==> src/rtl/ss_defines.svh <==
// Constants of the soft starter serial slave: timing, register map, codes.
// Assumes a 125 MHz core clock; included by bare name.
//
// Behaviour
// - The link runs at 9600 baud with 8 data bits, no parity, 1 stop bit.
// - A frame is address byte, function byte, data field, two check bytes.
// - Control word 0001 takes only function 06; 0002-0004 only function 03.
// - Parameters sit at 0256-0274 and take both function 03 and 06.
// - An unlisted register touches nothing and draws an exception reply.
// - The master runs, stops, watches and tunes the starter via registers.
// - The device is a multidrop slave and speaks only when asked.
// - With nonzero stop ramp, stop moves from bypass or the start phase to a ramp falling from full voltage.
// - The soft stop ends and cuts output at the initial start voltage.
// - Soft stop current limit is a percentage of the start current limit.
// - With zero stop ramp, stop drops bypass and thyristors at once.
// - Control bit 0 starts, bit 1 stops, bit 2 clears a fault, rest unused.
// - Status bits: 0 starting, 1 running, 2 soft stopping, 3 fault.
// - The current register holds average phase current times ten.
// - Exceptions echo address, set the function top bit, code 01/02/03.
`ifndef SS_DEFINES_SVH
`define SS_DEFINES_SVH

`define SS_CLK_HZ        125000000
`define SS_BAUD          9600
`define SS_BIT_CYC       (`SS_CLK_HZ / `SS_BAUD)
`define SS_GAP_BITS      35
`define SS_GAP_CYC       ((`SS_BIT_CYC + 1) * `SS_GAP_BITS)
`define SS_RAMP_UNIT_MS  10
`define SS_RAMP_UNIT_CYC (`SS_CLK_HZ / 1000 * `SS_RAMP_UNIT_MS)

`define SS_REG_CTRL      16'h0001
`define SS_REG_STAT      16'h0002
`define SS_REG_CURR      16'h0003
`define SS_REG_FAULT     16'h0004
`define SS_REG_PRM_FIRST 16'h0100
`define SS_REG_PRM_LAST  16'h0112
`define SS_PRM_NUM       19

`define SS_FC_READ       8'h03
`define SS_FC_WRITE      8'h06
`define SS_EXC_FLAG      8'h80
`define SS_EXC_FUNC      8'h01
`define SS_EXC_ADDR      8'h02
`define SS_EXC_VALUE     8'h03
`define SS_RD_BYTES      8'h02
`define SS_QTY_ONE       16'h0001

`define SS_LEN_REQ       4'h8
`define SS_LEN_OVF       4'h9
`define SS_LEN_RD        4'h5
`define SS_LEN_ECHO      4'h6
`define SS_LEN_EXC       4'h3
`define SS_LEN_CRC       4'h2

`define SS_CRC_INIT      16'hFFFF
`define SS_CRC_POLY      16'hA001

`define SS_CTL_START     0
`define SS_CTL_STOP      1
`define SS_CTL_RST       2

`define SS_PRM_STOP_RAMP 5'h02
`define SS_PRM_INIT_V    5'h03
`define SS_PRM_START_LIM 5'h06
`define SS_PRM_SOFT_LIM  5'h0F
`define SS_FULL_V        8'h64
`define SS_PCT_DIV       32'h00000064

`endif

==> src/rtl/ss_pkg.sv <==
// Types shared by the soft starter serial slave.
// Assumes nothing beyond the defines header.
package ss_pkg;
   typedef enum logic [1:0] {
      SS_MS_STOP     = 2'b00,
      SS_MS_STARTING = 2'b01,
      SS_MS_RUNNING  = 2'b10,
      SS_MS_SOFT     = 2'b11
   } ss_motor_t;

   typedef enum logic {
      SS_LK_RX = 1'b0,
      SS_LK_TX = 1'b1
   } ss_link_t;
endpackage

==> src/rtl/ss_uart_if.sv <==
// Byte link between the character engine and the frame logic.
// Assumes both ends run on the core clock.
`timescale 1ns/1ps
interface ss_uart_if;
   logic [7:0] rx_data;
   logic       rx_valid;
   logic       frame_end;
   logic [7:0] tx_data;
   logic       tx_start;
   logic       tx_busy;
   modport uart (output rx_data, output rx_valid, output frame_end,
                 input tx_data, input tx_start, output tx_busy);
   modport core (input rx_data, input rx_valid, input frame_end,
                 output tx_data, output tx_start, input tx_busy);
endinterface

==> src/rtl/ss_uart.sv <==
// Character engine: 8N1 receive and send, plus line silence detect.
// Assumes rxd_i is an asynchronous pin idling high.
`timescale 1ns/1ps
`include "ss_defines.svh"
module ss_uart #(
   parameter int BIT_CYC = `SS_BIT_CYC,
   parameter int GAP_CYC = `SS_GAP_CYC
) (
   input  wire logic core_clk_i,
   input  wire logic arst_n_i,
   input  wire logic rxd_i,
   output logic      txd_o,
   ss_uart_if.uart   u
);
   logic        rs1, rs2;
   logic        rx_busy, next_rx_busy;
   logic [15:0] rx_cnt, next_rx_cnt;
   logic [3:0]  rx_bit, next_rx_bit;
   logic [7:0]  rx_sh, next_rx_sh;
   logic        rx_vld, next_rx_vld;
   logic [19:0] gap, next_gap;
   logic        gap_end, next_gap_end;
   logic        tx_busy, next_tx_busy;
   logic [15:0] tx_cnt, next_tx_cnt;
   logic [3:0]  tx_bit, next_tx_bit;
   logic [9:0]  tx_sh, next_tx_sh;

   assign u.rx_data   = rx_sh;
   assign u.rx_valid  = rx_vld;
   assign u.frame_end = gap_end;
   assign u.tx_busy   = tx_busy;
   assign txd_o       = tx_sh[0];

   always_comb begin
      next_rx_busy = rx_busy;
      next_rx_cnt  = rx_cnt;
      next_rx_bit  = rx_bit;
      next_rx_sh   = rx_sh;
      next_rx_vld  = 1'b0;
      next_gap_end = 1'b0;
      next_gap     = gap;
      // Sample mid bit; start bit checked again against glitches
      if (!rx_busy) begin
         if (!rs2) begin
            next_rx_busy = 1'b1;
            next_rx_cnt  = 16'(BIT_CYC / 2);
            next_rx_bit  = 4'h0;
         end
      end else if (rx_cnt != 16'h0000) begin
         next_rx_cnt = rx_cnt - 16'h0001;
      end else begin
         next_rx_cnt = 16'(BIT_CYC - 1);
         next_rx_bit = rx_bit + 4'h1;
         if (rx_bit == 4'h0 && rs2) begin
            next_rx_busy = 1'b0;
         end else if (rx_bit == 4'h9) begin
            next_rx_busy = 1'b0;
            next_rx_vld  = rs2;
         end else if (rx_bit != 4'h0) begin
            next_rx_sh = {rs2, rx_sh[7:1]};
         end
      end
      // Silence of 3.5 characters closes a frame
      if (rx_busy || !rs2) begin
         next_gap = 20'h00000;
      end else if (gap != 20'(GAP_CYC)) begin
         next_gap     = gap + 20'h00001;
         next_gap_end = (gap == 20'(GAP_CYC - 1));
      end
   end

   always_comb begin
      next_tx_busy = tx_busy;
      next_tx_cnt  = tx_cnt;
      next_tx_bit  = tx_bit;
      next_tx_sh   = tx_sh;
      if (!tx_busy) begin
         if (u.tx_start) begin
            next_tx_busy = 1'b1;
            next_tx_sh   = {1'b1, u.tx_data, 1'b0};
            next_tx_cnt  = 16'(BIT_CYC - 1);
            next_tx_bit  = 4'h0;
         end
      end else if (tx_cnt != 16'h0000) begin
         next_tx_cnt = tx_cnt - 16'h0001;
      end else begin
         next_tx_cnt = 16'(BIT_CYC - 1);
         next_tx_sh  = {1'b1, tx_sh[9:1]};
         next_tx_bit = tx_bit + 4'h1;
         if (tx_bit == 4'h9) begin
            next_tx_busy = 1'b0;
         end
      end
   end

   always_ff @(posedge core_clk_i or negedge arst_n_i) begin
      if (!arst_n_i) begin
         rs1     <= 1'b1;
         rs2     <= 1'b1;
         rx_busy <= 1'b0;
         rx_cnt  <= 16'h0000;
         rx_bit  <= 4'h0;
         rx_sh   <= 8'h00;
         rx_vld  <= 1'b0;
         gap     <= 20'h00000;
         gap_end <= 1'b0;
         tx_busy <= 1'b0;
         tx_cnt  <= 16'h0000;
         tx_bit  <= 4'h0;
         tx_sh   <= 10'h3FF;
      end else begin
         rs1     <= rxd_i;
         rs2     <= rs1;
         rx_busy <= next_rx_busy;
         rx_cnt  <= next_rx_cnt;
         rx_bit  <= next_rx_bit;
         rx_sh   <= next_rx_sh;
         rx_vld  <= next_rx_vld;
         gap     <= next_gap;
         gap_end <= next_gap_end;
         tx_busy <= next_tx_busy;
         tx_cnt  <= next_tx_cnt;
         tx_bit  <= next_tx_bit;
         tx_sh   <= next_tx_sh;
      end
   end
endmodule

==> src/rtl/ss_modbus_slave.sv <==
// Serial slave of the soft starter: frames, register map, stop sequencing.
// Assumes start-mode logic reports start_done_i and fault_evt_i on this clock.
`timescale 1ns/1ps
`include "ss_defines.svh"
module ss_modbus_slave #(
   parameter int BIT_CYC  = `SS_BIT_CYC,
   parameter int GAP_CYC  = `SS_GAP_CYC,
   parameter int UNIT_CYC = `SS_RAMP_UNIT_CYC
) (
   input  wire logic        core_clk_i,
   input  wire logic        arst_n_i,
   input  wire logic        rxd_i,
   output logic             txd_o,
   output logic             drv_en_n_o,
   input  wire logic [7:0]  slave_addr_i,
   input  wire logic [15:0] current_avg_i,
   input  wire logic [15:0] fault_code_i,
   input  wire logic        fault_evt_i,
   input  wire logic        start_done_i,
   output logic             bypass_on_o,
   output logic             thyristor_en_o,
   output logic [7:0]       out_volt_pct_o,
   output logic [15:0]      current_limit_o
);
   ss_uart_if u ();

   ss_uart #(.BIT_CYC(BIT_CYC), .GAP_CYC(GAP_CYC)) u_uart (
      .core_clk_i (core_clk_i),
      .arst_n_i   (arst_n_i),
      .rxd_i      (rxd_i),
      .txd_o      (txd_o),
      .u          (u.uart)
   );

   function automatic logic [15:0] crc_upd(input logic [15:0] c,
                                           input logic [7:0]  b);
      logic [15:0] x;
      x = c ^ {8'h00, b};
      for (int i = 0; i < 8; i++) begin
         x = x[0] ? ((x >> 1) ^ `SS_CRC_POLY) : (x >> 1);
      end
      return x;
   endfunction

   ss_pkg::ss_link_t  link, next_link;
   logic [7:0]  rx_buf [8];
   logic [7:0]  next_rx_buf [8];
   logic [3:0]  rx_n, next_rx_n;
   logic [15:0] rx_crc, next_rx_crc;
   logic [7:0]  tx_buf [8];
   logic [7:0]  next_tx_buf [8];
   logic [3:0]  tx_len, next_tx_len;
   logic [3:0]  tx_idx, next_tx_idx;
   logic [15:0] tx_crc, next_tx_crc;
   logic [7:0]  tx_data, next_tx_data;
   logic        tx_start, next_tx_start;
   logic        next_drv_en_n;
   logic [15:0] prm [`SS_PRM_NUM];
   logic [15:0] next_prm [`SS_PRM_NUM];

   logic [7:0]  req_fc;
   logic [15:0] req_reg, req_val, rd_word, status_word;
   logic [4:0]  prm_idx;
   logic        is_prm, rd_ok, wr_ok, frame_good;
   logic        cmd_start, cmd_stop, cmd_rst;

   ss_pkg::ss_motor_t ms, next_ms;
   logic        fault, next_fault;
   logic        bypass, next_bypass;
   logic        thy, next_thy;
   logic [7:0]  volt, next_volt;
   logic [15:0] cur_lim, next_cur_lim;
   logic [20:0] step, next_step;
   logic [15:0] units, next_units;
   logic [31:0] soft_lim;

   assign u.tx_data  = tx_data;
   assign u.tx_start = tx_start;

   assign req_fc   = rx_buf[1];
   assign req_reg  = {rx_buf[2], rx_buf[3]};
   assign req_val  = {rx_buf[4], rx_buf[5]};
   assign is_prm   = req_reg >= `SS_REG_PRM_FIRST &&
                     req_reg <= `SS_REG_PRM_LAST;
   assign prm_idx  = req_reg[4:0];
   assign rd_ok    = is_prm || (req_reg >= `SS_REG_STAT &&
                                req_reg <= `SS_REG_FAULT);
   assign wr_ok    = is_prm || req_reg == `SS_REG_CTRL;
   // Broadcast address 0 is never answered, so it is not taken either
   assign frame_good = u.frame_end && link == ss_pkg::SS_LK_RX &&
                       rx_n == `SS_LEN_REQ && rx_crc == 16'h0000 &&
                       rx_buf[0] == slave_addr_i &&
                       slave_addr_i != 8'h00;
   assign cmd_start = frame_good && req_fc == `SS_FC_WRITE &&
                      req_reg == `SS_REG_CTRL && req_val[`SS_CTL_START];
   assign cmd_stop  = frame_good && req_fc == `SS_FC_WRITE &&
                      req_reg == `SS_REG_CTRL && req_val[`SS_CTL_STOP];
   assign cmd_rst   = frame_good && req_fc == `SS_FC_WRITE &&
                      req_reg == `SS_REG_CTRL && req_val[`SS_CTL_RST];
   assign status_word = {12'h000, fault, ms == ss_pkg::SS_MS_SOFT,
                         ms == ss_pkg::SS_MS_RUNNING,
                         ms == ss_pkg::SS_MS_STARTING};

   always_comb begin
      case (req_reg)
         `SS_REG_STAT:  rd_word = status_word;
         `SS_REG_CURR:  rd_word = current_avg_i;
         `SS_REG_FAULT: rd_word = fault_code_i;
         default:       rd_word = prm[prm_idx];
      endcase
   end

   always_comb begin
      next_link     = link;
      next_rx_buf   = rx_buf;
      next_rx_n     = rx_n;
      next_rx_crc   = rx_crc;
      next_tx_buf   = tx_buf;
      next_tx_len   = tx_len;
      next_tx_idx   = tx_idx;
      next_tx_crc   = tx_crc;
      next_tx_data  = tx_data;
      next_tx_start = 1'b0;
      next_prm      = prm;
      // Half duplex: our own echo is not collected while sending
      if (link == ss_pkg::SS_LK_RX && u.rx_valid) begin
         if (rx_n < `SS_LEN_REQ) begin
            next_rx_buf[rx_n[2:0]] = u.rx_data;
         end
         if (rx_n != `SS_LEN_OVF) begin
            next_rx_n = rx_n + 4'h1;
         end
         next_rx_crc = crc_upd(rx_crc, u.rx_data);
      end
      if (u.frame_end) begin
         next_rx_n   = 4'h0;
         next_rx_crc = `SS_CRC_INIT;
      end
      if (frame_good) begin
         next_link      = ss_pkg::SS_LK_TX;
         next_tx_idx    = 4'h0;
         next_tx_crc    = `SS_CRC_INIT;
         next_tx_buf[0] = rx_buf[0];
         next_tx_buf[1] = req_fc | `SS_EXC_FLAG;
         next_tx_len    = `SS_LEN_EXC;
         case (req_fc)
            `SS_FC_READ: begin
               if (!rd_ok) begin
                  next_tx_buf[2] = `SS_EXC_ADDR;
               end else if (req_val != `SS_QTY_ONE) begin
                  next_tx_buf[2] = `SS_EXC_VALUE;
               end else begin
                  next_tx_buf[1] = req_fc;
                  next_tx_buf[2] = `SS_RD_BYTES;
                  next_tx_buf[3] = rd_word[15:8];
                  next_tx_buf[4] = rd_word[7:0];
                  next_tx_len    = `SS_LEN_RD;
               end
            end
            `SS_FC_WRITE: begin
               if (!wr_ok) begin
                  next_tx_buf[2] = `SS_EXC_ADDR;
               end else begin
                  for (int i = 0; i < 6; i++) begin
                     next_tx_buf[i] = rx_buf[i];
                  end
                  next_tx_len = `SS_LEN_ECHO;
                  if (is_prm) begin
                     next_prm[prm_idx] = req_val;
                  end
               end
            end
            default: begin
               next_tx_buf[2] = `SS_EXC_FUNC;
            end
         endcase
      end
      // One byte handed over per idle, then check low byte before high
      if (link == ss_pkg::SS_LK_TX && !u.tx_busy && !tx_start) begin
         if (tx_idx < tx_len + `SS_LEN_CRC) begin
            next_tx_start = 1'b1;
            next_tx_idx   = tx_idx + 4'h1;
            if (tx_idx < tx_len) begin
               next_tx_data = tx_buf[tx_idx[2:0]];
               next_tx_crc  = crc_upd(tx_crc, tx_buf[tx_idx[2:0]]);
            end else if (tx_idx == tx_len) begin
               next_tx_data = tx_crc[7:0];
            end else begin
               next_tx_data = tx_crc[15:8];
            end
         end else begin
            next_link = ss_pkg::SS_LK_RX;
         end
      end
      next_drv_en_n = next_link != ss_pkg::SS_LK_TX;
   end

   always_ff @(posedge core_clk_i or negedge arst_n_i) begin
      if (!arst_n_i) begin
         link       <= ss_pkg::SS_LK_RX;
         rx_n       <= 4'h0;
         rx_crc     <= `SS_CRC_INIT;
         tx_len     <= 4'h0;
         tx_idx     <= 4'h0;
         tx_crc     <= `SS_CRC_INIT;
         tx_data    <= 8'h00;
         tx_start   <= 1'b0;
         drv_en_n_o <= 1'b1;
         for (int i = 0; i < 8; i++) begin
            rx_buf[i] <= 8'h00;
            tx_buf[i] <= 8'h00;
         end
         for (int i = 0; i < `SS_PRM_NUM; i++) begin
            prm[i] <= 16'h0000;
         end
      end else begin
         link       <= next_link;
         rx_n       <= next_rx_n;
         rx_crc     <= next_rx_crc;
         tx_len     <= next_tx_len;
         tx_idx     <= next_tx_idx;
         tx_crc     <= next_tx_crc;
         tx_data    <= next_tx_data;
         tx_start   <= next_tx_start;
         drv_en_n_o <= next_drv_en_n;
         rx_buf     <= next_rx_buf;
         tx_buf     <= next_tx_buf;
         prm        <= next_prm;
      end
   end

   // Product kept 32 bits wide so large limits cannot wrap
   assign soft_lim = prm[`SS_PRM_SOFT_LIM] * prm[`SS_PRM_START_LIM]
                     / `SS_PCT_DIV;

   always_comb begin
      next_ms     = ms;
      next_fault  = fault;
      next_bypass = bypass;
      next_thy    = thy;
      next_volt   = volt;
      next_step   = step;
      next_units  = units;
      case (ms)
         ss_pkg::SS_MS_STOP: begin
            if (cmd_start && !fault) begin
               next_ms   = ss_pkg::SS_MS_STARTING;
               next_thy  = 1'b1;
               next_volt = prm[`SS_PRM_INIT_V][7:0];
            end
         end
         ss_pkg::SS_MS_STARTING: begin
            if (start_done_i) begin
               next_ms     = ss_pkg::SS_MS_RUNNING;
               next_bypass = 1'b1;
               next_thy    = 1'b0;
               next_volt   = `SS_FULL_V;
            end
         end
         ss_pkg::SS_MS_SOFT: begin
            next_step = step + 21'h000001;
            if (step == 21'(UNIT_CYC - 1)) begin
               next_step  = 21'h000000;
               next_units = units + 16'h0001;
               if (units + 16'h0001 >= prm[`SS_PRM_STOP_RAMP]) begin
                  next_units = 16'h0000;
                  next_volt  = volt - 8'h01;
                  if (volt - 8'h01 <= prm[`SS_PRM_INIT_V][7:0]) begin
                     next_ms   = ss_pkg::SS_MS_STOP;
                     next_thy  = 1'b0;
                     next_volt = 8'h00;
                  end
               end
            end
         end
         default: begin
         end
      endcase
      if (cmd_stop && (ms == ss_pkg::SS_MS_STARTING ||
                       ms == ss_pkg::SS_MS_RUNNING)) begin
         next_bypass = 1'b0;
         next_step   = 21'h000000;
         next_units  = 16'h0000;
         if (prm[`SS_PRM_STOP_RAMP] == 16'h0000) begin
            next_ms   = ss_pkg::SS_MS_STOP;
            next_thy  = 1'b0;
            next_volt = 8'h00;
         end else begin
            next_ms   = ss_pkg::SS_MS_SOFT;
            next_thy  = 1'b1;
            next_volt = `SS_FULL_V;
         end
      end
      if (cmd_rst) begin
         next_fault = 1'b0;
      end
      // A fault arriving with the reset command still wins
      if (fault_evt_i) begin
         next_fault  = 1'b1;
         next_ms     = ss_pkg::SS_MS_STOP;
         next_bypass = 1'b0;
         next_thy    = 1'b0;
         next_volt   = 8'h00;
      end
      next_cur_lim = (next_ms == ss_pkg::SS_MS_SOFT) ? soft_lim[15:0]
                                                     : prm[`SS_PRM_START_LIM];
   end

   always_ff @(posedge core_clk_i or negedge arst_n_i) begin
      if (!arst_n_i) begin
         ms      <= ss_pkg::SS_MS_STOP;
         fault   <= 1'b0;
         bypass  <= 1'b0;
         thy     <= 1'b0;
         volt    <= 8'h00;
         cur_lim <= 16'h0000;
         step    <= 21'h000000;
         units   <= 16'h0000;
      end else begin
         ms      <= next_ms;
         fault   <= next_fault;
         bypass  <= next_bypass;
         thy     <= next_thy;
         volt    <= next_volt;
         cur_lim <= next_cur_lim;
         step    <= next_step;
         units   <= next_units;
      end
   end

   assign bypass_on_o     = bypass;
   assign thyristor_en_o  = thy;
   assign out_volt_pct_o  = volt;
   assign current_limit_o = cur_lim;
endmodule

==> config.mk <==
export PLATFORM = sky130hd
export DESIGN_NAME = ss_modbus_slave
export DESIGN_NICKNAME = d
export VERILOG_FILES = /design/src/rtl/ss_pkg.sv /design/src/rtl/ss_uart_if.sv /design/src/rtl/ss_uart.sv /design/src/rtl/ss_modbus_slave.sv
export VERILOG_INCLUDE_DIRS = /design/src /design/src/rtl
export SDC_FILE = /design/constraint.sdc
export NUM_CORES = 2
export LEC_CHECK = 0
export ABC_AREA = 1
export ABC_CLOCK_PERIOD_IN_PS = 14800
export BUFFER_PORTS_ARGS = -buffer_cell sky130_fd_sc_hd__buf_2
export CORE_ASPECT_RATIO = 1.4
export CORE_MARGIN = 5
export CORE_UTILIZATION = 58
export DETAILED_ROUTE_END_ITERATION = 6
export HOLD_SLACK_MARGIN = 0.1
export PLACE_DENSITY_LB_ADDON = 0.08
export SLEW_MARGIN = 20
export SYNTH_ARGS = -nofsm -noshare
export SYNTH_HDL_FRONTEND = slang
export SYNTH_SLANG_ARGS = --single-unit
export TNS_END_PERCENT = 100
==> constraint.sdc <==
create_clock -name core_clk_i -period 14.8 [get_ports core_clk_i]
set_input_delay 2.96 -clock core_clk_i [delete_from_list [all_inputs] [get_ports core_clk_i]]
set_output_delay 2.96 -clock core_clk_i [all_outputs]
set_load 0.005 [all_outputs]
-- Word level (Yosys, flattened, before mapping)
Cells that the tools add are included.
- register bits after elaboration: 621
- logic and storage cells: 344
- add/subtract/negate cells: 11
- multipliers: 1
- divide/modulo/power cells: 1
- $lt $le $gt $ge: 14
- equal/unequal tests: 31
- muxes and demuxes: 137
- bitwise logic cells: 26
- reduce and logical (&&, ||, !) cells: 60
- operators with widths (cell ; count):
    two-way mux 16 bit ; 38
    bitwise mux 304 bit ; 1
    two-way mux 8 bit ; 16
    binary-select mux 16 bit (select 5 bit) ; 1
    demux 16 bit (select 5 bit) ; 1
    bitwise mux 64 bit ; 1
    two-way mux 21 bit ; 3
    two-way mux 4 bit ; 12
    inverter 2 -> 3 bit ; 16
    one-hot mux 16 bit (3 select lines) ; 1
    two-way mux 20 bit ; 2
    two-way mux 1 bit ; 36
    divider 32 x 7 -> 32 bit, second input constant ; 1
    == test 16 x 2 -> 1 bit, second input constant ; 2
    zero test 16 bit ; 2
    multiplier 16 x 16 -> 32 bit ; 1
    one-hot mux 16 bit (2 select lines) ; 1
    one-hot mux 8 bit (2 select lines) ; 2
    nonzero test 16 bit ; 2
    subtractor 16 x 1 -> 16 bit, second input constant ; 2
    XOR 16 x 8 -> 16 bit ; 2
    two-way mux 10 bit ; 3
    binary-select mux 8 bit (select 3 bit) ; 1
    demux 8 bit (select 3 bit) ; 1
    other kinds (61) ; 133

-- Logic depth before layout (Yosys ltp)
- depth after elaboration: 24
- gate-level depth with buffers: 160
- mapped depth without buffers: 158

-- Hierarchy
A second synthesis with hierarchy kept.
- cell total of the unflattened synthesis: 5703
- area, all modules: 43589.3 µm²
- modules (own cells, without submodules) (module ; instances ; cells each ; area each (µm²) ; sequential area each (µm²)):
    ss_modbus_slave ; 1 ; 5059 ; 38919.8 ; 13053.8
    ss_uart ; 1 ; 644 ; 4669.5 ; 2090.8

-- Worst setup path before layout
No wires, ideal clock.
- kind: register to register
- from: register prm[58] (netlist bit)
- to: register cur_lim[0], in the netlist current_limit_o[0]
- library setup time: 0.073 ns
- arrival: 15.378 ns
- path slack: -0.651 ns
- cell stages (with the launch flop): 133
- path buffers: 2
- clock period less this slack: 15.451 ns
- cell sequence: dfrtp_1 clkbuf_1 clkbuf_1 nand2_1 fa_1 inv_1 fa_1 inv_1 fa_1 inv_1 fa_1 fa_1 inv_1 fa_1 inv_1 ha_1 nand2_1 inv_2 [97 not listed] nand2_4 nand2_8 nand2_2 nand2_2 nor2_8 nand2_4 nand2_4 nand2_2 nand4_2 nand2_2 nand2_4 nand2_2 nand4_2 nand2_1 nand2_2 a21oi_1 nand3_1 a21oi_2
- cells in the longest elaborated chain, start to end: 3
- RTL lines (what ; line ; text):
    start, declared ; ss_modbus_slave.sv:58 ; logic [15:0] prm [`SS_PRM_NUM];
    start signal, assigned ; ss_modbus_slave.sv:228 ; prm <= next_prm;
    multiplier 16 x 16 -> 32 bit ; ss_modbus_slave.sv:233 ; assign soft_lim = prm[`SS_PRM_SOFT_LIM] * prm[`SS_PRM_START_LIM]
    divider 32 x 7 -> 32 bit (no line) ; - ;
    two-way mux 16 bit ; ss_modbus_slave.sv:305 ; next_cur_lim = (next_ms == ss_pkg::SS_MS_SOFT) ? soft_lim[15:0]
    via next_cur_lim[0] ; ss_modbus_slave.sv:72 ; logic [15:0] cur_lim, next_cur_lim;
    end signal, assigned ; ss_modbus_slave.sv:325 ; cur_lim <= next_cur_lim;
    end, declared ; ss_modbus_slave.sv:72 ;
The timed path passes the listed nets, and every way through them passes these cells.
A chain may end at the register's enable or synchronous reset.

-- Worst setup path in the final report
- from: register prm[196] (netlist bit)
- to: register cur_lim[0], in the netlist current_limit_o[0]
Same word-level chain as after synthesis.

==> results.md <==
- Leakage: 26.6 nW
- Placed insts: 6704
- Max reg flops: 304
- Drt via density: 5.60
- Worst Path Required: 15380 ps
- Critical Path AT: 17150 ps
- Combinational share of power: 1.5%
- Ys flop type: dfrtp_1
- Post-synthesis xor/xnor area fraction: 2.39%
- Worst Max-Slew Pin Slew: 1200 ps
- Max H-tree Level: 2
- Slew headroom: 17.7%
- EDFF count, synth: 0
- Failing checks: negative setup slack
- Setup TNS: -6850 ps
- Post-route DRC: 0
- Final Cycle Share: 112%
- CP Buf/Inv Count: 17
- Max stage delay on crit path: 610 ps
- Drt wl/cell: 18.1 um
- DRT Wirelength: 125000 um
- Number of global-route vias before repair: 38800
- Ys Warns: 0
- Worst min path class: flop to flop
- Startpoint Class: flop
- Post-synthesis compound-gate area fraction: 13.2%
- Netlist cell types: 71
- Die height: 331 um
- Largest net degree at the start of global routing: 171
- Simple-gate share of the synthesized area: 25.2%
- Maximum VDD drop: 85.1 uV
- Fin Hold WS: 362 ps
- Worst setup EP type: flop
- Seq cells post-synth: 603
- Pint: 0.00249 W
- Crit path top cell by count: nand2_4
- Core area: 73700 um2
- Vias: 38700
- Clock Power Share: 46.8%
- GPL Wtd Cong: 0.943
- Cell Area, Synth: 42800 um2
- CTS Hold Buffers Added: 0
- Ant. Diodes: 0
- Antenna Nets Post-Route: 0
- PortBufs: 72
- Seq pwr share: 51.7%
- Final setup violation count: 6
- Number of clock sinks: 603
- Fraction of layout instances using a drive strength above 1: 21.3%
- Tmin final: 16570 ps
- RSZ-0062 raised after global routing: yes
- Mapped Cells: 5566
- Pwr per Cell Area: 62.2 nW/um2
- Slowest CP cell: fa_1
- Final worst slack: -1770 ps
- Async set-or-reset flop fraction in the synthesized netlist: 100%
- Num rows: 118
- Kind of critical path: flop to flop
- First-pass GRT wire length: 199000 um
- GRT Total Usage: 30.7%
- Overflow after GRT: 0
- Status: finished with violations
- CTS tree: done
- Syn avg cell area: 7.69 um2
- Seq/Total Area, Yosys: 35.4%
- Worst Skew: 33.9 ps
- Die Area: 79400 um2
- Initial drt markers: 2616
- Largest family of logic cells by synthesized area: simple AND/OR/NAND/NOR gates
- I/O pin count: 73
- Die X: 240 um
- Largest regs: prm (304), tx_buf (48), step (21)
- Worst-Skew Late Latency: 650 ps
- MaxCap Viol Count: 0
- Pre-CTS setup slack: -1760 ps
- CTS root buf: clkbuf_16
- Antenna violations before repair: 0
- Fin nets: 6297
- CP max FO: 7
- Post-DP HPWL: 91600 um
- Reg clk slew, reported paths: 80 ps
- Initial core utilization: 58.1%
- Cell family with most CP delay: simple AND/OR/NAND/NOR gates
- Post-synthesis mux area share: 0.0468%
- Inserted Clock Buffers: 57
- Syn_nets: 5964
- Fmax: 60.4 MHz
- Synth-to-layout area growth: 19.8%
- Synth Area in Adders: 13.7%
- TritonRoute pass-1 iters: 6
- Sw Share: 22.0%
- Largest Register: prm
- Fin cells: 6907
- Final hold vios: 0
- CTS max path bufs: 3
- Net Switching: 0.000703 W
- Final Max Tran Viols: 0
logic make-up after synthesis:
kind of cell,after synthesis
xor+xnor,116
buf+inv,1146
flops,603
compound gates,975
mux,2
simple gates,2371
fa+ha+maj,353
cell usage in the layout, fill, tap and decap left out, drive strengths merged, types with 58 or more instances in the layout:
cell type,instances
a21oi,104
a22oi,75
buf,515
clkbuf,79
dfrtp,559
fa,194
ha,159
inv,894
nand2,1544
nand3,313
nand4,104
nor2,289
nor3,58
o21ai,573
xor2,88
layout make-up:
cell class                      instances  area (um2)
Clock buffer                           79        1600
Sequential cell                       603       15200
Multi-Input combinational cell       3817       25600
Clock inverter                         28         289
Tap cell                              960        1200
Inverter                              905        3420
Fill cell                            6057       22400
Timing Repair Buffer                  515        4000
per-stage QoR:
stage,util [%],power [W],area (um2)
floorplan,-,0.00169,43300
global route,69.6,0.00329,51300
CTS,67.8,0.00321,50000
finish,69.6,0.00319,51300
detailed placement,63.2,0.00173,46600
global placement,63.2,0.00173,46600
Yosys cell counts (all sizes together), types with 5 or more instances:
master	instances	area share, %
o211ai	43	0.77
nand3b	7	0.12
inv	889	7.8
a21oi	104	1.2
or2	7	0.10
a2111oi	15	0.31
nand2	1544	15
buf	17	0.16
xor2	88	1.8
a31oi	36	0.53
nand3	313	4.0
o32ai	10	0.20
o221ai	10	0.20
o22ai	47	0.69
fa	194	9.1
nand4	104	1.8
o21ai	573	6.8
a2bb2oi	8	0.16
ha	159	4.6
a22oi	75	1.3
xnor2	28	0.57
clkbuf	224	2.0
dfstp	44	2.7
a221oi	18	0.37
clkinv	16	0.15
nor2	289	2.8
a211oi	5	0.088
nor3	58	0.70
dfrtp	559	33
nor4	42	0.61
routing by layer:
layer | track usage [%] | up-vias | routed length [um] | part of all wire [%]
met4 | 15.5 | 0 | 7710 | 6.2
met1 | 35.4 | 18700 | 46600 | 37
met2 | 55.9 | 1087 | 65200 | 52
met5 | 0 | - | 0 | 0
li1 | - | 18600 | - | -
met3 | 3.43 | 371 | 5450 | 4.4
power by group through the flow:
stage	combinational [W]	clock (W)	sequential, W
final	0.0000480	0.00149	0.00165
after global routing	0.0000558	0.00158	0.00165
after CTS	0.0000499	0.00151	0.00165
after global placement	0.0000498	0	0.00168
after floorplan	0.00000474	0	0.00168
after detailed placement	0.0000499	0	0.00168
path summary, 6_finish.rpt:
check	start	endpoint	slack (ps)	cells past startpoint
worst max register to register	prm[196]	current_limit_o[0]	-1770	144
worst min-delay path	u_uart.rs1	u_uart.rs2	360	0
worst min register to register	u_uart.rs1	u_uart.rs2	360	0
max in group asynchronous	arst_n_i	prm[51]	10140	3
min in group asynchronous	arst_n_i	u_uart.u.rx_data[2]	2330	1
worst max-delay path	prm[196]	current_limit_o[0]	-1770	144
timing repair:
item / 4_1_cts / 5_1_grt
endpoints found under the hold margin: 0 / 0
gates resized for setup: 256 / 283
pin swaps: 164 / 175
buffers inserted: 66 / 30
setup endpoints to repair: 6 / 8
(Power assumes the default switching activity.)
